`src/include/rcl_pkg.sv`:
```
// rcl_pkg: constants, states and carriers of the rom config loader
// assumes a single 50 MHz clock; all pins sampled synchronously
package rcl_pkg;

  // ---------------------------------------------------------------
  // widths and addresses
  // ---------------------------------------------------------------
  localparam int ADDR_W = 20;
  localparam int CFG_IDX_W = 12;
  localparam logic [19:0] PAR_LOAD_BASE = 20'h01000;
  localparam logic [7:0] SER_LOAD_BASE = 8'h00;
  localparam logic [6:0] SER_DEV_ADDR = 7'h50;

  // ---------------------------------------------------------------
  // timing
  // ---------------------------------------------------------------
  localparam int CLK_PERIOD_NS = 20;
  localparam int STROBE_NS = 60;
  localparam int ACCESS_NS = 150;
  localparam int I2C_HALF_NS = 5000;
  localparam logic [7:0] STROBE_CYC =
    8'((STROBE_NS + CLK_PERIOD_NS - 1) / CLK_PERIOD_NS);
  localparam logic [7:0] ACCESS_CYC =
    8'((ACCESS_NS + CLK_PERIOD_NS - 1) / CLK_PERIOD_NS);
  localparam logic [7:0] I2C_HALF_CYC =
    8'((I2C_HALF_NS + CLK_PERIOD_NS - 1) / CLK_PERIOD_NS);

  // ---------------------------------------------------------------
  // states and carriers
  // ---------------------------------------------------------------
  typedef enum logic [2:0] {
    M_IDLE = 3'b000, M_LAT0 = 3'b001, M_LAT1 = 3'b010,
    M_ACC = 3'b011, M_DONE = 3'b100
  } rcl_mem_e;

  typedef enum logic [2:0] {
    I_IDLE = 3'b000, I_START = 3'b001, I_BIT = 3'b010, I_STOP = 3'b011
  } rcl_i2c_e;

  typedef enum logic [1:0] {
    SRC_NONE = 2'b00, SRC_PAR = 2'b01, SRC_SER = 2'b10
  } rcl_src_e;

  typedef struct packed {
    logic [2:0] priAddr;
    logic [2:0] secAddr;
    logic [1:0] priSel;
    logic [1:0] secSel;
    logic priCable;
    logic secCable;
    logic [15:0] secData;
    logic [1:0] secDataOe;
  } rcl_pins_s;

  typedef struct packed {
    logic write;
    logic [19:0] addr;
    logic [7:0] wdata;
  } rcl_req_s;

  typedef struct packed {
    logic [11:0] idx;
    logic [7:0] data;
  } rcl_cfg_s;

  // ---------------------------------------------------------------
  // reset values
  // ---------------------------------------------------------------
  localparam rcl_pins_s PINS_RST = '0;
  localparam logic HOST_PREV_RST = 1'b0;

endpackage : rcl_pkg

```
`src/hdl/rcl_strap_capture.sv`:
```
// rcl_strap_capture: latches the three straps as bus reset rises
// assumes the strap pins are released by this device during bus reset
`timescale 1ns/10ps
module rcl_strap_capture
  import rcl_pkg::*;
(
  input logic ref_clk,
  input logic rstn,
  input logic clkEn,
  input logic hostBusResetN,
  input logic oeStrap,
  input logic weStrap,
  input logic floatStrap,
  output logic strapValid,
  output logic allocEnable,
  output rcl_src_e loadSrc
);

  logic hostPrev_q, hostPrev_d, valid_q, valid_d, alloc_q, alloc_d;
  rcl_src_e src_q, src_d;

  always_comb begin
    hostPrev_d = hostBusResetN;
    valid_d = hostBusResetN && !hostPrev_q;
    alloc_d = alloc_q;
    src_d = src_q;
    if (valid_d) begin
      // alloc mode strap
      alloc_d = !oeStrap;
      // source selection
      if (!floatStrap) begin
        src_d = SRC_SER;
      end else if (weStrap) begin
        src_d = SRC_PAR;
      end else begin
        src_d = SRC_NONE;
      end
    end
  end

  always_ff @(posedge ref_clk) begin
    if (!rstn) begin
      hostPrev_q <= HOST_PREV_RST;
      valid_q <= 1'b0;
      alloc_q <= 1'b0;
      src_q <= SRC_NONE;
    end else if (clkEn) begin
      hostPrev_q <= hostPrev_d;
      valid_q <= valid_d;
      alloc_q <= alloc_d;
      src_q <= src_d;
    end
  end

  assign strapValid = valid_q;
  assign allocEnable = alloc_q;
  assign loadSrc = src_q;
endmodule : rcl_strap_capture

```
`src/hdl/rcl_loader.sv`:
```
// rcl_loader: shared-pin rom access and configuration load engine
// assumes pins are synchronous to ref_clk and the ide core supplies
// its own pin values on ideIn whenever it owns the shared pins
//
// How it works
// address up to 20 bits built from bus, strobes and latches
// address goes out low byte first, top bits last
// same bus carries flash write data and captures read data
// output enable driven low during memory reads
// oe pin level at bus reset rise picks allocation mode
// write enable driven low to write flash
// we and float straps both high load from parallel rom
// oe pin doubles as serial clock, we pin as serial data
// primary ide address pins also carry chip select and address
// low byte of secondary ide data is the memory data bus
// 17 address lines ride on cable ids, selects and ide pins
// secondary ide address outputs carry address bits 10 to 8
// secondary ide data pins carry memory data and address
// float strap low at reset rise loads from serial rom
// serial load starts at 0, parallel load at 1000H
// ide pins held off ide use during memory work, then returned
`timescale 1ns/10ps
module rcl_loader
  import rcl_pkg::*;
#(
  parameter int LOAD_BYTES = 64
) (
  input logic ref_clk,
  input logic rstn,
  input logic clkEn,
  input logic hostBusResetN,
  input logic ataFloatStrap,
  input rcl_pins_s ideIn,
  input logic [15:0] secDataIn,
  output rcl_pins_s pinOut,
  input logic romOutputEnableNIn,
  output logic romOutputEnableNOut,
  output logic romOutputEnableNOe,
  input logic romWriteEnableNIn,
  output logic romWriteEnableNOut,
  output logic romWriteEnableNOe,
  output logic [1:0] romAddrLatch,
  input logic reqValid,
  input rcl_req_s req,
  output logic reqReady,
  output logic rspValid,
  output logic [7:0] rspData,
  output logic cfgValid,
  output rcl_cfg_s cfg,
  output logic loadBusy,
  output logic allocEnable,
  output rcl_src_e loadSrc,
  output logic idePinsOwned
);

  localparam logic [CFG_IDX_W-1:0] LAST_IDX = CFG_IDX_W'(LOAD_BYTES - 1);

  // address bits onto shared pins
  function automatic rcl_pins_s mapAddr(rcl_pins_s p, logic [16:0] ma);
    rcl_pins_s r;
    r = p;
    r.priCable = ma[16];
    r.secCable = ma[15];
    r.priAddr[1:0] = ma[14:13];
    r.secSel = ma[12:11];
    r.secAddr = ma[10:8];
    r.secData[15:10] = ma[7:2];
    r.priSel = ma[1:0];
    return r;
  endfunction : mapAddr

  rcl_mem_e memSt_q, memSt_d;
  logic [7:0] memCnt_q, memCnt_d;
  rcl_req_s memReq_q, memReq_d;
  logic memDone, memGo, userTake, strapValid, byteDone;
  logic loadBusy_q, loadBusy_d, reqReady_q, reqReady_d;
  logic [CFG_IDX_W-1:0] loadCnt_q, loadCnt_d;
  logic cfgValid_q, cfgValid_d, rspValid_q, rspValid_d;
  rcl_cfg_s cfg_q, cfg_d;
  logic [7:0] rspData_q, rspData_d;
  rcl_i2c_e i2cSt_q, i2cSt_d;
  logic [7:0] i2cTmr_q, i2cTmr_d, i2cSh_q, i2cSh_d, serByte;
  logic [1:0] i2cPh_q, i2cPh_d, i2cByte_q, i2cByte_d;
  logic [3:0] i2cBit_q, i2cBit_d;
  logic serDone, serFail, sclHi, sdaLow, tick, reading, sdaIn, owned;
  rcl_pins_s pins_q, pins_d;
  logic [16:0] ma;
  logic oeOut_q, oeOut_d, oeOe_q, oeOe_d, weOut_q, weOut_d;
  logic weOe_q, weOe_d, owned_q;
  logic [1:0] latch_q, latch_d;

  rcl_strap_capture uStrap (
    .ref_clk(ref_clk),
    .rstn(rstn),
    .clkEn(clkEn),
    .hostBusResetN(hostBusResetN),
    .oeStrap(romOutputEnableNIn),
    .weStrap(romWriteEnableNIn),
    .floatStrap(ataFloatStrap),
    .strapValid(strapValid),
    .allocEnable(allocEnable),
    .loadSrc(loadSrc)
  );

  // ---------------------------------------------------------------
  // parallel memory cycle
  // ---------------------------------------------------------------
  assign userTake = reqValid && reqReady_q;
  assign memGo = (loadBusy_q && loadSrc == SRC_PAR) || userTake;

  always_comb begin
    memSt_d = memSt_q;
    memCnt_d = memCnt_q - 8'h01;
    memReq_d = memReq_q;
    memDone = 1'b0;
    unique case (memSt_q)
      M_IDLE: begin
        memCnt_d = STROBE_CYC;
        if (memGo) begin
          memSt_d = M_LAT0;
          // parallel load from base
          memReq_d = loadBusy_q ? rcl_req_s'{write: 1'b0,
            addr: PAR_LOAD_BASE + ADDR_W'(loadCnt_q), wdata: 8'h00} : req;
        end
      end
      M_LAT0: if (memCnt_q == 8'h01) begin
        memSt_d = M_LAT1;
        memCnt_d = STROBE_CYC;
      end
      M_LAT1: if (memCnt_q == 8'h01) begin
        memSt_d = M_ACC;
        memCnt_d = ACCESS_CYC;
      end
      M_ACC: if (memCnt_q == 8'h01) begin
        memSt_d = M_DONE;
      end
      M_DONE: begin
        memDone = 1'b1;
        memSt_d = M_IDLE;
      end
      default: memSt_d = M_IDLE;
    endcase
    // bus reset aborts; strap pins must be left free
    if (!hostBusResetN) begin
      memSt_d = M_IDLE;
    end
  end

  always_ff @(posedge ref_clk) begin
    if (!rstn) begin
      memSt_q <= M_IDLE;
      memCnt_q <= 8'h00;
      memReq_q <= '0;
    end else if (clkEn) begin
      memSt_q <= memSt_d;
      memCnt_q <= memCnt_d;
      memReq_q <= memReq_d;
    end
  end

  // ---------------------------------------------------------------
  // load sequencing and answers
  // ---------------------------------------------------------------
  assign byteDone = (memDone && loadBusy_q) || serDone;

  always_comb begin
    loadBusy_d = loadBusy_q;
    loadCnt_d = loadCnt_q;
    cfgValid_d = 1'b0;
    cfg_d = cfg_q;
    rspValid_d = 1'b0;
    rspData_d = rspData_q;
    if (strapValid) begin
      // start the selected load
      loadBusy_d = loadSrc != SRC_NONE;
      loadCnt_d = '0;
    end else if (byteDone) begin
      cfgValid_d = 1'b1;
      // read data from low data lanes
      cfg_d.data = memDone ? secDataIn[7:0] : serByte;
      cfg_d.idx = loadCnt_q;
      loadCnt_d = loadCnt_q + 1'b1;
      if (loadCnt_q == LAST_IDX) begin
        loadBusy_d = 1'b0;
      end
    end
    if (serFail || !hostBusResetN) begin
      loadBusy_d = 1'b0;
    end
    if (memDone && !loadBusy_q) begin
      rspValid_d = 1'b1;
      rspData_d = secDataIn[7:0];
    end
    reqReady_d = hostBusResetN && !loadBusy_d && memSt_d == M_IDLE &&
      i2cSt_d == I_IDLE;
  end

  always_ff @(posedge ref_clk) begin
    if (!rstn) begin
      loadBusy_q <= 1'b0;
      loadCnt_q <= '0;
      cfgValid_q <= 1'b0;
      cfg_q <= '0;
      rspValid_q <= 1'b0;
      rspData_q <= 8'h00;
      reqReady_q <= 1'b0;
    end else if (clkEn) begin
      loadBusy_q <= loadBusy_d;
      loadCnt_q <= loadCnt_d;
      cfgValid_q <= cfgValid_d;
      cfg_q <= cfg_d;
      rspValid_q <= rspValid_d;
      rspData_q <= rspData_d;
      reqReady_q <= reqReady_d;
    end
  end

  // ---------------------------------------------------------------
  // two-wire serial reader
  // ---------------------------------------------------------------
  // dummy write sets the word address, then a sequential read
  always_comb begin
    i2cSt_d = i2cSt_q;
    i2cPh_d = i2cPh_q;
    i2cBit_d = i2cBit_q;
    i2cByte_d = i2cByte_q;
    i2cSh_d = i2cSh_q;
    tick = i2cTmr_q == 8'h00;
    i2cTmr_d = tick ? I2C_HALF_CYC - 8'h01 : i2cTmr_q - 8'h01;
    reading = i2cByte_q == 2'd3;
    sdaIn = romWriteEnableNIn;
    serByte = {i2cSh_q[6:0], sdaIn};
    serDone = 1'b0;
    serFail = 1'b0;
    sclHi = 1'b1;
    sdaLow = 1'b0;
    unique case (i2cSt_q)
      I_IDLE: begin
        i2cTmr_d = I2C_HALF_CYC - 8'h01;
        if (loadBusy_q && loadSrc == SRC_SER) begin
          i2cSt_d = I_START;
          i2cPh_d = 2'd0;
          i2cByte_d = 2'd0;
        end
      end
      I_START: begin
        sclHi = i2cPh_q != 2'd0;
        sdaLow = i2cPh_q == 2'd2;
        if (tick) begin
          i2cPh_d = i2cPh_q + 2'd1;
          if (i2cPh_q == 2'd2) begin
            i2cSt_d = I_BIT;
            i2cPh_d = 2'd0;
            i2cBit_d = 4'd0;
            i2cSh_d = {SER_DEV_ADDR, i2cByte_q[1]};
          end
        end
      end
      I_BIT: begin
        sclHi = i2cPh_q[0];
        sdaLow = (i2cBit_q < 4'd8) ? (!reading && !i2cSh_q[7]) :
          (reading && loadBusy_q);
        if (tick && !i2cPh_q[0]) begin
          i2cPh_d = 2'd1;
        end else if (tick) begin
          i2cPh_d = 2'd0;
          i2cBit_d = i2cBit_q + 4'd1;
          if (i2cBit_q < 4'd8) begin
            i2cSh_d = serByte;
            serDone = reading && i2cBit_q == 4'd7;
          end else if (!reading && sdaIn) begin
            serFail = 1'b1;
            i2cSt_d = I_STOP;
          end else begin
            i2cBit_d = 4'd0;
            unique case (i2cByte_q)
              2'd0: begin
                i2cByte_d = 2'd1;
                // serial load from word zero
                i2cSh_d = SER_LOAD_BASE;
              end
              2'd1: begin
                i2cByte_d = 2'd2;
                i2cSt_d = I_START;
              end
              2'd2: i2cByte_d = 2'd3;
              2'd3: if (!loadBusy_q) i2cSt_d = I_STOP;
            endcase
          end
        end
      end
      I_STOP: begin
        sclHi = i2cPh_q != 2'd0;
        sdaLow = i2cPh_q != 2'd2;
        if (tick && i2cPh_q == 2'd2) begin
          i2cSt_d = I_IDLE;
        end else if (tick) begin
          i2cPh_d = i2cPh_q + 2'd1;
        end
      end
      default: i2cSt_d = I_IDLE;
    endcase
    if (!hostBusResetN) begin
      i2cSt_d = I_IDLE;
    end
  end

  always_ff @(posedge ref_clk) begin
    if (!rstn) begin
      i2cSt_q <= I_IDLE;
      i2cTmr_q <= 8'h00;
      i2cPh_q <= 2'd0;
      i2cBit_q <= 4'd0;
      i2cByte_q <= 2'd0;
      i2cSh_q <= 8'h00;
    end else if (clkEn) begin
      i2cSt_q <= i2cSt_d;
      i2cTmr_q <= i2cTmr_d;
      i2cPh_q <= i2cPh_d;
      i2cBit_q <= i2cBit_d;
      i2cByte_q <= i2cByte_d;
      i2cSh_q <= i2cSh_d;
    end
  end

  // ---------------------------------------------------------------
  // shared pin mux
  // ---------------------------------------------------------------
  // memory work owns the ide pins
  assign owned = loadBusy_q || memSt_q != M_IDLE || i2cSt_q != I_IDLE;

  always_comb begin
    pins_d = ideIn;
    unique case (memSt_q)
      // low byte, then next byte, then top bits
      M_LAT0: ma = {9'h000, memReq_q.addr[7:0]};
      M_LAT1: ma = {9'h000, memReq_q.addr[15:8]};
      M_ACC, M_DONE: ma = {13'h0000, memReq_q.addr[19:16]};
      default: ma = 17'h00000;
    endcase
    if (owned) begin
      pins_d = mapAddr(ideIn, ma);
      // chip select on primary address pin
      pins_d.priAddr[2] = memSt_q != M_ACC;
      // write data, low lane released for reads
      pins_d.secData[9:0] = {2'b00, memReq_q.wdata};
      pins_d.secDataOe = {1'b1, memReq_q.write &&
        (memSt_q == M_ACC || memSt_q == M_DONE)};
    end
    // active-low strobes
    oeOut_d = !(memSt_q == M_ACC && !memReq_q.write);
    weOut_d = !(memSt_q == M_ACC && memReq_q.write);
    oeOe_d = hostBusResetN;
    weOe_d = hostBusResetN;
    // serial clock and open-drain data
    if (i2cSt_q != I_IDLE) begin
      oeOut_d = sclHi;
      weOut_d = 1'b0;
      weOe_d = sdaLow && hostBusResetN;
    end
    latch_d = {memSt_q == M_LAT1, memSt_q == M_LAT0};
  end

  always_ff @(posedge ref_clk) begin
    if (!rstn) begin
      pins_q <= PINS_RST;
      oeOut_q <= 1'b1;
      oeOe_q <= 1'b0;
      weOut_q <= 1'b1;
      weOe_q <= 1'b0;
      latch_q <= 2'b00;
      owned_q <= 1'b0;
    end else if (clkEn) begin
      pins_q <= pins_d;
      oeOut_q <= oeOut_d;
      oeOe_q <= oeOe_d;
      weOut_q <= weOut_d;
      weOe_q <= weOe_d;
      latch_q <= latch_d;
      owned_q <= owned;
    end
  end

  assign pinOut = pins_q;
  assign romOutputEnableNOut = oeOut_q;
  assign romOutputEnableNOe = oeOe_q;
  assign romWriteEnableNOut = weOut_q;
  assign romWriteEnableNOe = weOe_q;
  assign romAddrLatch = latch_q;
  assign reqReady = reqReady_q;
  assign rspValid = rspValid_q;
  assign rspData = rspData_q;
  assign cfgValid = cfgValid_q;
  assign cfg = cfg_q;
  assign loadBusy = loadBusy_q;
  assign idePinsOwned = owned_q;
endmodule : rcl_loader

```
`config.mk`:
```
export PLATFORM = sky130hd
export DESIGN_NAME = rcl_loader
export DESIGN_NICKNAME = d
export VERILOG_FILES = /design/src/include/rcl_pkg.sv /design/src/hdl/rcl_strap_capture.sv /design/src/hdl/rcl_loader.sv
export SDC_FILE = /design/constraint.sdc
export NUM_CORES = 1
export LEC_CHECK = 0
export BUFFER_PORTS_ARGS = -buffer_cell sky130_fd_sc_hd__buf_2
export CELL_PAD_IN_SITES_DETAIL_PLACEMENT = 0
export CELL_PAD_IN_SITES_GLOBAL_PLACEMENT = 1
export CORE_MARGIN = 2
export CORE_UTILIZATION = 44
export DETAILED_ROUTE_END_ITERATION = 7
export GPL_TIMING_DRIVEN = 1
export HOLD_SLACK_MARGIN = 0.1
export PLACE_DENSITY = 0.84
export SLEW_MARGIN = 20
export SYNTH_ARGS = -nofsm -noshare
export SYNTH_HDL_FRONTEND = slang
export SYNTH_HIERARCHICAL = 1
export SYNTH_SLANG_ARGS = --single-unit
export TNS_END_PERCENT = 1
```
`constraint.sdc`:
```
create_clock -name ref_clk -period 3.5 [get_ports ref_clk]
set_clock_uncertainty 0.15 [all_clocks]
set_input_delay 0.525 -clock ref_clk [delete_from_list [all_inputs] [get_ports ref_clk]]
set_output_delay 0.525 -clock ref_clk [all_outputs]
set_load 0.01 [all_outputs]
```
==> run metrics, run 1 <==
setup repair bufs after CTS 0; CP max-delay cell o2111ai_1; Yosys cell types 73; Die H approximately 130 µm; required time of the critical path 3.62 ns; final net count around 1,100; critical-path cell list inv_1, ha_1, and3b_1, o2111ai_1, buf_4, a21o_1, mux2i_1, nor2_1; CP Buf/Inv Count 2; share of post-route cells with drive strength above 1 0.2221; launch point of the worst path i2cPh_q[0]; Final HPWL DP 13,170 µm; Hold Slack between 0.15 and 0.2 ns; total core area approximately 16,000 µm²; Final min period about 2.7 ns; Die Area about 17,000 µm²; Tightest Hold Check Type input pin to register; unrepaired setup endpoints after global routing no; Final Max Tran Viols 0; FP Rows 46; CTS Buf Count 17; CTS H-Tree Depth 4; DRT antenna net count 0; Final period util 0.7824; MaxCap Viol Count 0; GRT Total Usage 0.2200; vias per cell ~5.5; initial antenna violation count 1; Leakage approximately 3.5 nW; CP Depth 8; Worst Path Max Fanout 9; Worst-Margin Slew ~0.96 ns; Peak VDD IR 0.0003373 V; Reg area roughly 3100 µm²; Synth Instances 842; FMAX around 370 MHz; CP top delay family compound AO/OA/AOI/OAI gates; sequential share of the synthesized area 0.4241; routability cong. between 0.8 and 0.9; outcome finished clean; Longest Clk Path Bufs 2; post-DR wirelength/cell between 15 and 20 µm; Async S/R FF share, synth 0; drt total wl 19,420 µm; kind of critical path register to register; Crit. End Element register; Fin. Hold Viols 0; Hold Buf Count CTS 0; Layout fillers 1,543; Critical Path AT roughly 2.9 ns; YS warnings 6; pin count of the biggest net entering global routing 87; Cell Pwr Density ~480 nW/µm²; final setup fails 0; r2r endpoint i2cSh_q[7]; EDFF count, synth 0; crit path capture i2cSh_q[7]; area of the multi-input gates 3796 µm²; DR vias between 6,000 and 7,000; 1st-iter DRT viols a little under 400; grt ovf 0; CP startpoint kind register; Post-Syn Area between 7000 and 8000 µm²; Remaining DRCs 0; Worst path max stage delay around 0.51 ns; Clock transition at path regs ~0.060 ns; clk root buf clkbuf_16; # IOs about 160; reg2reg start i2cPh_q[0]; first-pass GRT wire length between 30,000 and 40,000 µm; Synth Flop Type dfxtp_1; R2R cell count 8; vias in the first global route 5,986; area grow syn2layout 20.84%; drt pass-1 iters 5; Clk Latency, worst-skew pair around 0.42 ns; CTS tree built; FF+latch count, synth between 150 and 200; post_cts resized 0; Rel. slew slack 0.3596; Setup Total Neg Slack 0 ns; Synthesized Nets between 900 and 1,000; PortBufs between 100 and 150; Die Wd between 100 and 150 µm; initial core utilization 0.4530; Mapped Avg Cell Area approximately 8.6 µm²; clock sinks 153; R2R Setup Slk about 0.76 ns
[through the flow]
stage | total power [mW] | cell area (µm²) | utilization | setup slack, ns | std cells
2_1_floorplan | 2.039 | 7222 | - | 1.365 | 842
3_3_place_gp | 2.165 | 8049 | 0.5049 | 0.7992 | 1152
3_5_place_dp | 2.169 | 8049 | 0.5049 | 0.7821 | 1152
4_1_cts | 4.240 | 8725 | 0.5472 | 0.7689 | 1184
5_1_grt | 4.360 | 8725 | 0.5472 | 0.5264 | 1184
6_report | 4.210 | 8727 | 0.5474 | 0.7617 | 1185
[placed cells by master, fill, tap and decap left out, drive strengths merged, types with 5 or more instances in the layout]
master,synthesis,layout
a22oi,11,11
o21a,5,5
or3b,6,6
bufinv,0,5
a211oi,36,36
dfxtp,153,153
xor2,8,8
o221ai,5,5
nor4,6,6
a22o,9,9
nand2b,7,7
nor2b,14,14
nand3,45,45
clkbuf,46,20
buf,20,160
a2bb2oi,5,5
a21oi,71,71
ha,15,15
inv,21,23
mux2i,41,41
and3,10,10
a31oi,9,9
nor2,80,80
nor4b,8,8
a21o,6,6
o21ai,26,26
xnor2,5,5
nand2,86,86
and2,5,5
nor3,13,13
[cell usage after synthesis (3+ instances only)]
master | n | area share
o221ai_1 | 5 | 0.0061
nand2_1 | 86 | 0.045
a22o_1 | 9 | 0.011
mux2i_1 | 41 | 0.057
and3b_1 | 3 | 0.0036
a21o_1 | 6 | 0.0062
a211oi_1 | 36 | 0.037
nor4_1 | 5 | 0.0043
o21a_1 | 5 | 0.0052
xnor2_1 | 5 | 0.0061
or3_1 | 3 | 0.0026
dfxtp_1 | 153 | 0.42
nor4b_1 | 7 | 0.0085
buf_1 | 6 | 0.0031
a211o_1 | 3 | 0.0036
and2_1 | 5 | 0.0043
a21oi_1 | 70 | 0.049
o2bb2ai_1 | 4 | 0.0049
nand3_1 | 45 | 0.031
and3_1 | 7 | 0.0061
nand4_1 | 4 | 0.0035
ha_1 | 15 | 0.026
or3b_2 | 6 | 0.0073
and3_2 | 3 | 0.0031
o31ai_1 | 4 | 0.0042
buf_2 | 11 | 0.0076
xor2_1 | 8 | 0.0097
a22oi_1 | 11 | 0.011
clkbuf_1 | 46 | 0.024
o21ai_0 | 26 | 0.018
o211ai_1 | 4 | 0.0042
nand3b_1 | 4 | 0.0042
a31oi_1 | 9 | 0.0078
nand4b_1 | 3 | 0.0036
nor2b_1 | 14 | 0.012
a221oi_1 | 3 | 0.0036
inv_1 | 21 | 0.011
nand2b_1 | 7 | 0.0061
nor3_1 | 13 | 0.0090
and4_1 | 3 | 0.0036
nor2_1 | 79 | 0.041
a2bb2oi_1 | 5 | 0.0061
or4_1 | 4 | 0.0042
[where the power goes]
group	switching, mW	internal (mW)
logic	0.180	0.125
registers	0.0367	1.79
clock network	0.746	1.33
total	0.963	3.25
[final cells by class]
type | count | share of cell area
repair buffers | 160 | 0.09577
diodes | 1 | 0.0002867
clock buffers | 20 | 0.05348
multi-input cells | 601 | 0.4350
inverters | 22 | 0.009606
well taps | 216 | 0.03097
clock inverters | 12 | 0.02394
flip-flops and latches | 153 | 0.3510
[worst min-delay path by stage]
stage | from | end | slack [ns] | depth (start not counted)
detailed placement | cfgValid | cfgValid | 0.29 | 2
CTS | secDataIn[0] | rspData[0] | 0.18 | 2
global route | secDataIn[3] | rspData[3] | 0.18 | 2
floorplan | memReq_q[0] | memReq_q[0] | 0.28 | 2
global placement | cfgValid | cfgValid | 0.28 | 2
finish | secDataIn[6] | rspData[6] | 0.18 | 2
[registers in the layout, indices dropped and copies added (netlist names), 4 cells and up]
signal     count
memReq_q      29
cfg           20
memCnt_q       8
loadCnt_q     12
rspData        8
pinOut        30
i2cSh_q        8
i2cBit_q       4
i2cTmr_q       8
[metal layers]
metal	part of all wire	global-route usage	vias to the layer above
met2	0.45	0.3440	158
met3	0.044	0.04268	18
li1	-	-	3265
met4	0.012	0.06280	0
met5	0	0	-
met1	0.50	0.3090	3096
[cells by family after synthesis]
family / synth area share
xor gates and xnor gates: 0.01577
buffers and inverters: 0.05024
adders and majority gates: 0.02737
muxes: 0.05838
AOI/OAI and AO/OA: 0.2060
DFF: 0.4241
and+or+nand+nor: 0.2181
No activity file was read; power rests on OpenSTA's default activity.
==> inputs of run 2 (changes only) <==
CORE_UTILIZATION = 37   (was 44)
PLACE_DENSITY = 0.75   (was 0.84)
clock period = 2.24 ns   (was 3.5 ns; I/O delays follow)
==> run 2 against run 1 <==
Against the previous run: global-route usage decreased by 1.7 points; count of clock-buffer cells in the layout unchanged; critical path type unchanged; register-to-register slack got worse by 0.68 ns; total power increased by 57%; sequential power increased by 56%; largest power group unchanged; worst hold slack got worse by 0.073 ns.
==> run metrics, run 2 (synthesis gave the netlist of run 1 again) <==
Final min period 2.160 ns (-0.5779 ns); Die Area 20,650 µm² (+18%); FMAX 462.9 MHz (+27%); Final HPWL DP 14,200 µm (+7.9%); CTS tree built; clk root buf clkbuf_16; Rel. slew slack 0.5041 (+0.1445); commonest non-fill, non-tap cell in the layout dfxtp_1; area of the multi-input gates 3854 µm² (+1.5%); Worst Path Max Fanout 4 (-5); CP Buf/Inv Count 2 (unchanged); vias in the first global route 6,293 (+5.1%); area grow syn2layout 35.41%; total core area 19,330 µm² (+21%); Reg area 3064 µm² (about the same); R2R cell count 8 (unchanged); Tightest Hold Check Type input pin to register; Die H 143.7 µm (+8.8%); initial antenna violation count 1 (unchanged); required time of the critical path 2.41 ns (-1.21 ns); DRT antenna net count 0 (unchanged); critical-path cell list inv_2, ha_1, nor3b_4, and4_4, o2111ai_4, buf_6, and3_2, o31a_1; Clock transition at path regs 0.06 ns (about the same); MaxCap Viol Count 0 (unchanged); CTS H-Tree Depth 4 (unchanged); DP Cell Count 1,243 (+7.9%); CP startpoint kind register; routability cong. 0.8289 (+1.2%); drt pass-1 iters 4 (-1); outcome finished clean; FP Rows 51 (+11%); CP Depth 8 (unchanged); Finished Cell Area 9779 µm² (+12%); Hold Slack 0.1110 ns (-0.07261 ns); share of post-route cells with drive strength above 1 0.2530 (+0.03094); CP top delay family simple AND/OR/NAND/NOR gates; Cell Pwr Density 674.0 nW/µm² (+40%); Layout fillers 1,831 (+19%); initial core utilization 0.3735 (-0.07947); GRT Total Usage 0.2030 (-0.01704); vias per cell 5.171 (-6.3%); DR vias 6,893 (+5.4%); pin count of the biggest net entering global routing 71 (-18%); post-DR wirelength/cell 15.74 µm (-3.9%); grt ovf 0 (unchanged); kind of critical path register to register; Leakage 4.007 nW (+13%); Crit. End Element register; Worst-Margin Slew 0.7404 ns (-0.2202 ns); Longest Clk Path Bufs 2 (unchanged); Critical Path AT 2.33 ns (-0.53 ns); Fin. Hold Viols 0 (unchanged); # IOs 155 (unchanged); first-pass GRT wire length 33,040 µm (+4.9%); PortBufs 146 (unchanged); final net count 1,152 (+9.4%); most frequent cells in the layout 152 x dfxtp_1, 146 x buf_2, 86 x nand2_1; 1st-iter DRT viols 312 (-20%); Remaining DRCs 0 (unchanged); max FFs per register 30 (unchanged); Hold Path Stages 3 (+1); Worst path max stage delay 0.33 ns (-0.18 ns); unrepaired setup endpoints after global routing yes; Die Wd 143.7 µm (+8.8%); Final Max Tran Viols 0 (unchanged); dpl cell area 8501 µm² (+5.6%); CTS Buf Count 17 (unchanged); Final period util 0.9645 (+0.1821); final setup fails 0 (unchanged); Clk Latency, worst-skew pair 0.43 ns (about the same); fin cells 1,333 (+12%); CP max-delay cell dfxtp_1; clock sinks 153 (unchanged); Peak VDD IR 0.0005675 V (+68%); drt total wl 20,980 µm (+8.1%)
==> run 2: path summary, 6_finish.rpt <==
| check | startpoint | end | slack [ns] |
|---|---|---|---|
| setup / recovery | i2cTmr_q[0] | loadCnt_q[9] | 0.08 |
| hold / removal | ideIn[3] | pinOut[3] | 0.11 |
| setup reg to reg | i2cTmr_q[0] | loadCnt_q[9] | 0.08 |
| hold reg to reg | cfgValid | cfgValid | 0.30 |
==> run 2: final cells by class <==
class | count | share of cell area
multi-input combinational | 601 | 0.3941
clock buffer | 20 | 0.04670
timing repair buffer | 259 | 0.1840
inverter | 22 | 0.008572
clock inverter | 12 | 0.01919
antenna | 1 | 0.0002559
sequential | 153 | 0.3133
tap | 265 | 0.03390
==> run 2: timing repair <==
| item | in CTS | in global routing |
|---|---|---|
| endpoints found under the setup margin | 7 | 49 |
| setup buffers | 0 | 2 |
| hold buffers | 55 | 0 |
| gates resized for setup | 1 | 16 |
| pin swaps | 0 | 4 |
| hold endpoints to repair | 54 | 0 |
==> run 2: per-stage QoR <==
step	setup TNS, ns	total power [mW]	worst slack (ns)	utilization
floorplan	0	3.186	0.1053	-
global placement	0	3.414	0.001959	0.4397
detailed placement	-0.02226	3.420	-0.01125	0.4397
CTS	0	6.646	0.0004716	0.5015
global route	-0.2214	6.834	-0.03961	0.5057
finish	0	6.591	0.07956	0.5058
==> run 2: power breakdown <==
group	switching, mW	internal, mW	total (mW)	leakage (nW)
Combinational	0.306	0.287	0.593	2.45
Clock	1.20	1.94	3.15	0.313
Sequential	0.0562	2.80	2.85	1.25
Total	1.57	5.03	6.59	4.01
==> run 2: per-layer routing <==
metal / vias to the layer above / share of wire / routed length (µm) / track usage
li1: 3466 / - / - / -
met1: 3231 / 0.48 / 10150 / 0.2782
met2: 171 / 0.45 / 9443 / 0.3118
met3: 25 / 0.047 / 994 / 0.05232
met4: 0 / 0.019 / 398 / 0.06605
met5: - / 0 / 0 / 0
==> run 2: worst min-delay path, delay by kind of cell <==
kind	cells	cell delay [ns]
AOI/OAI and AO/OA	1	0.09
muxes	1	0.12
buffers and inverters	1	0.10
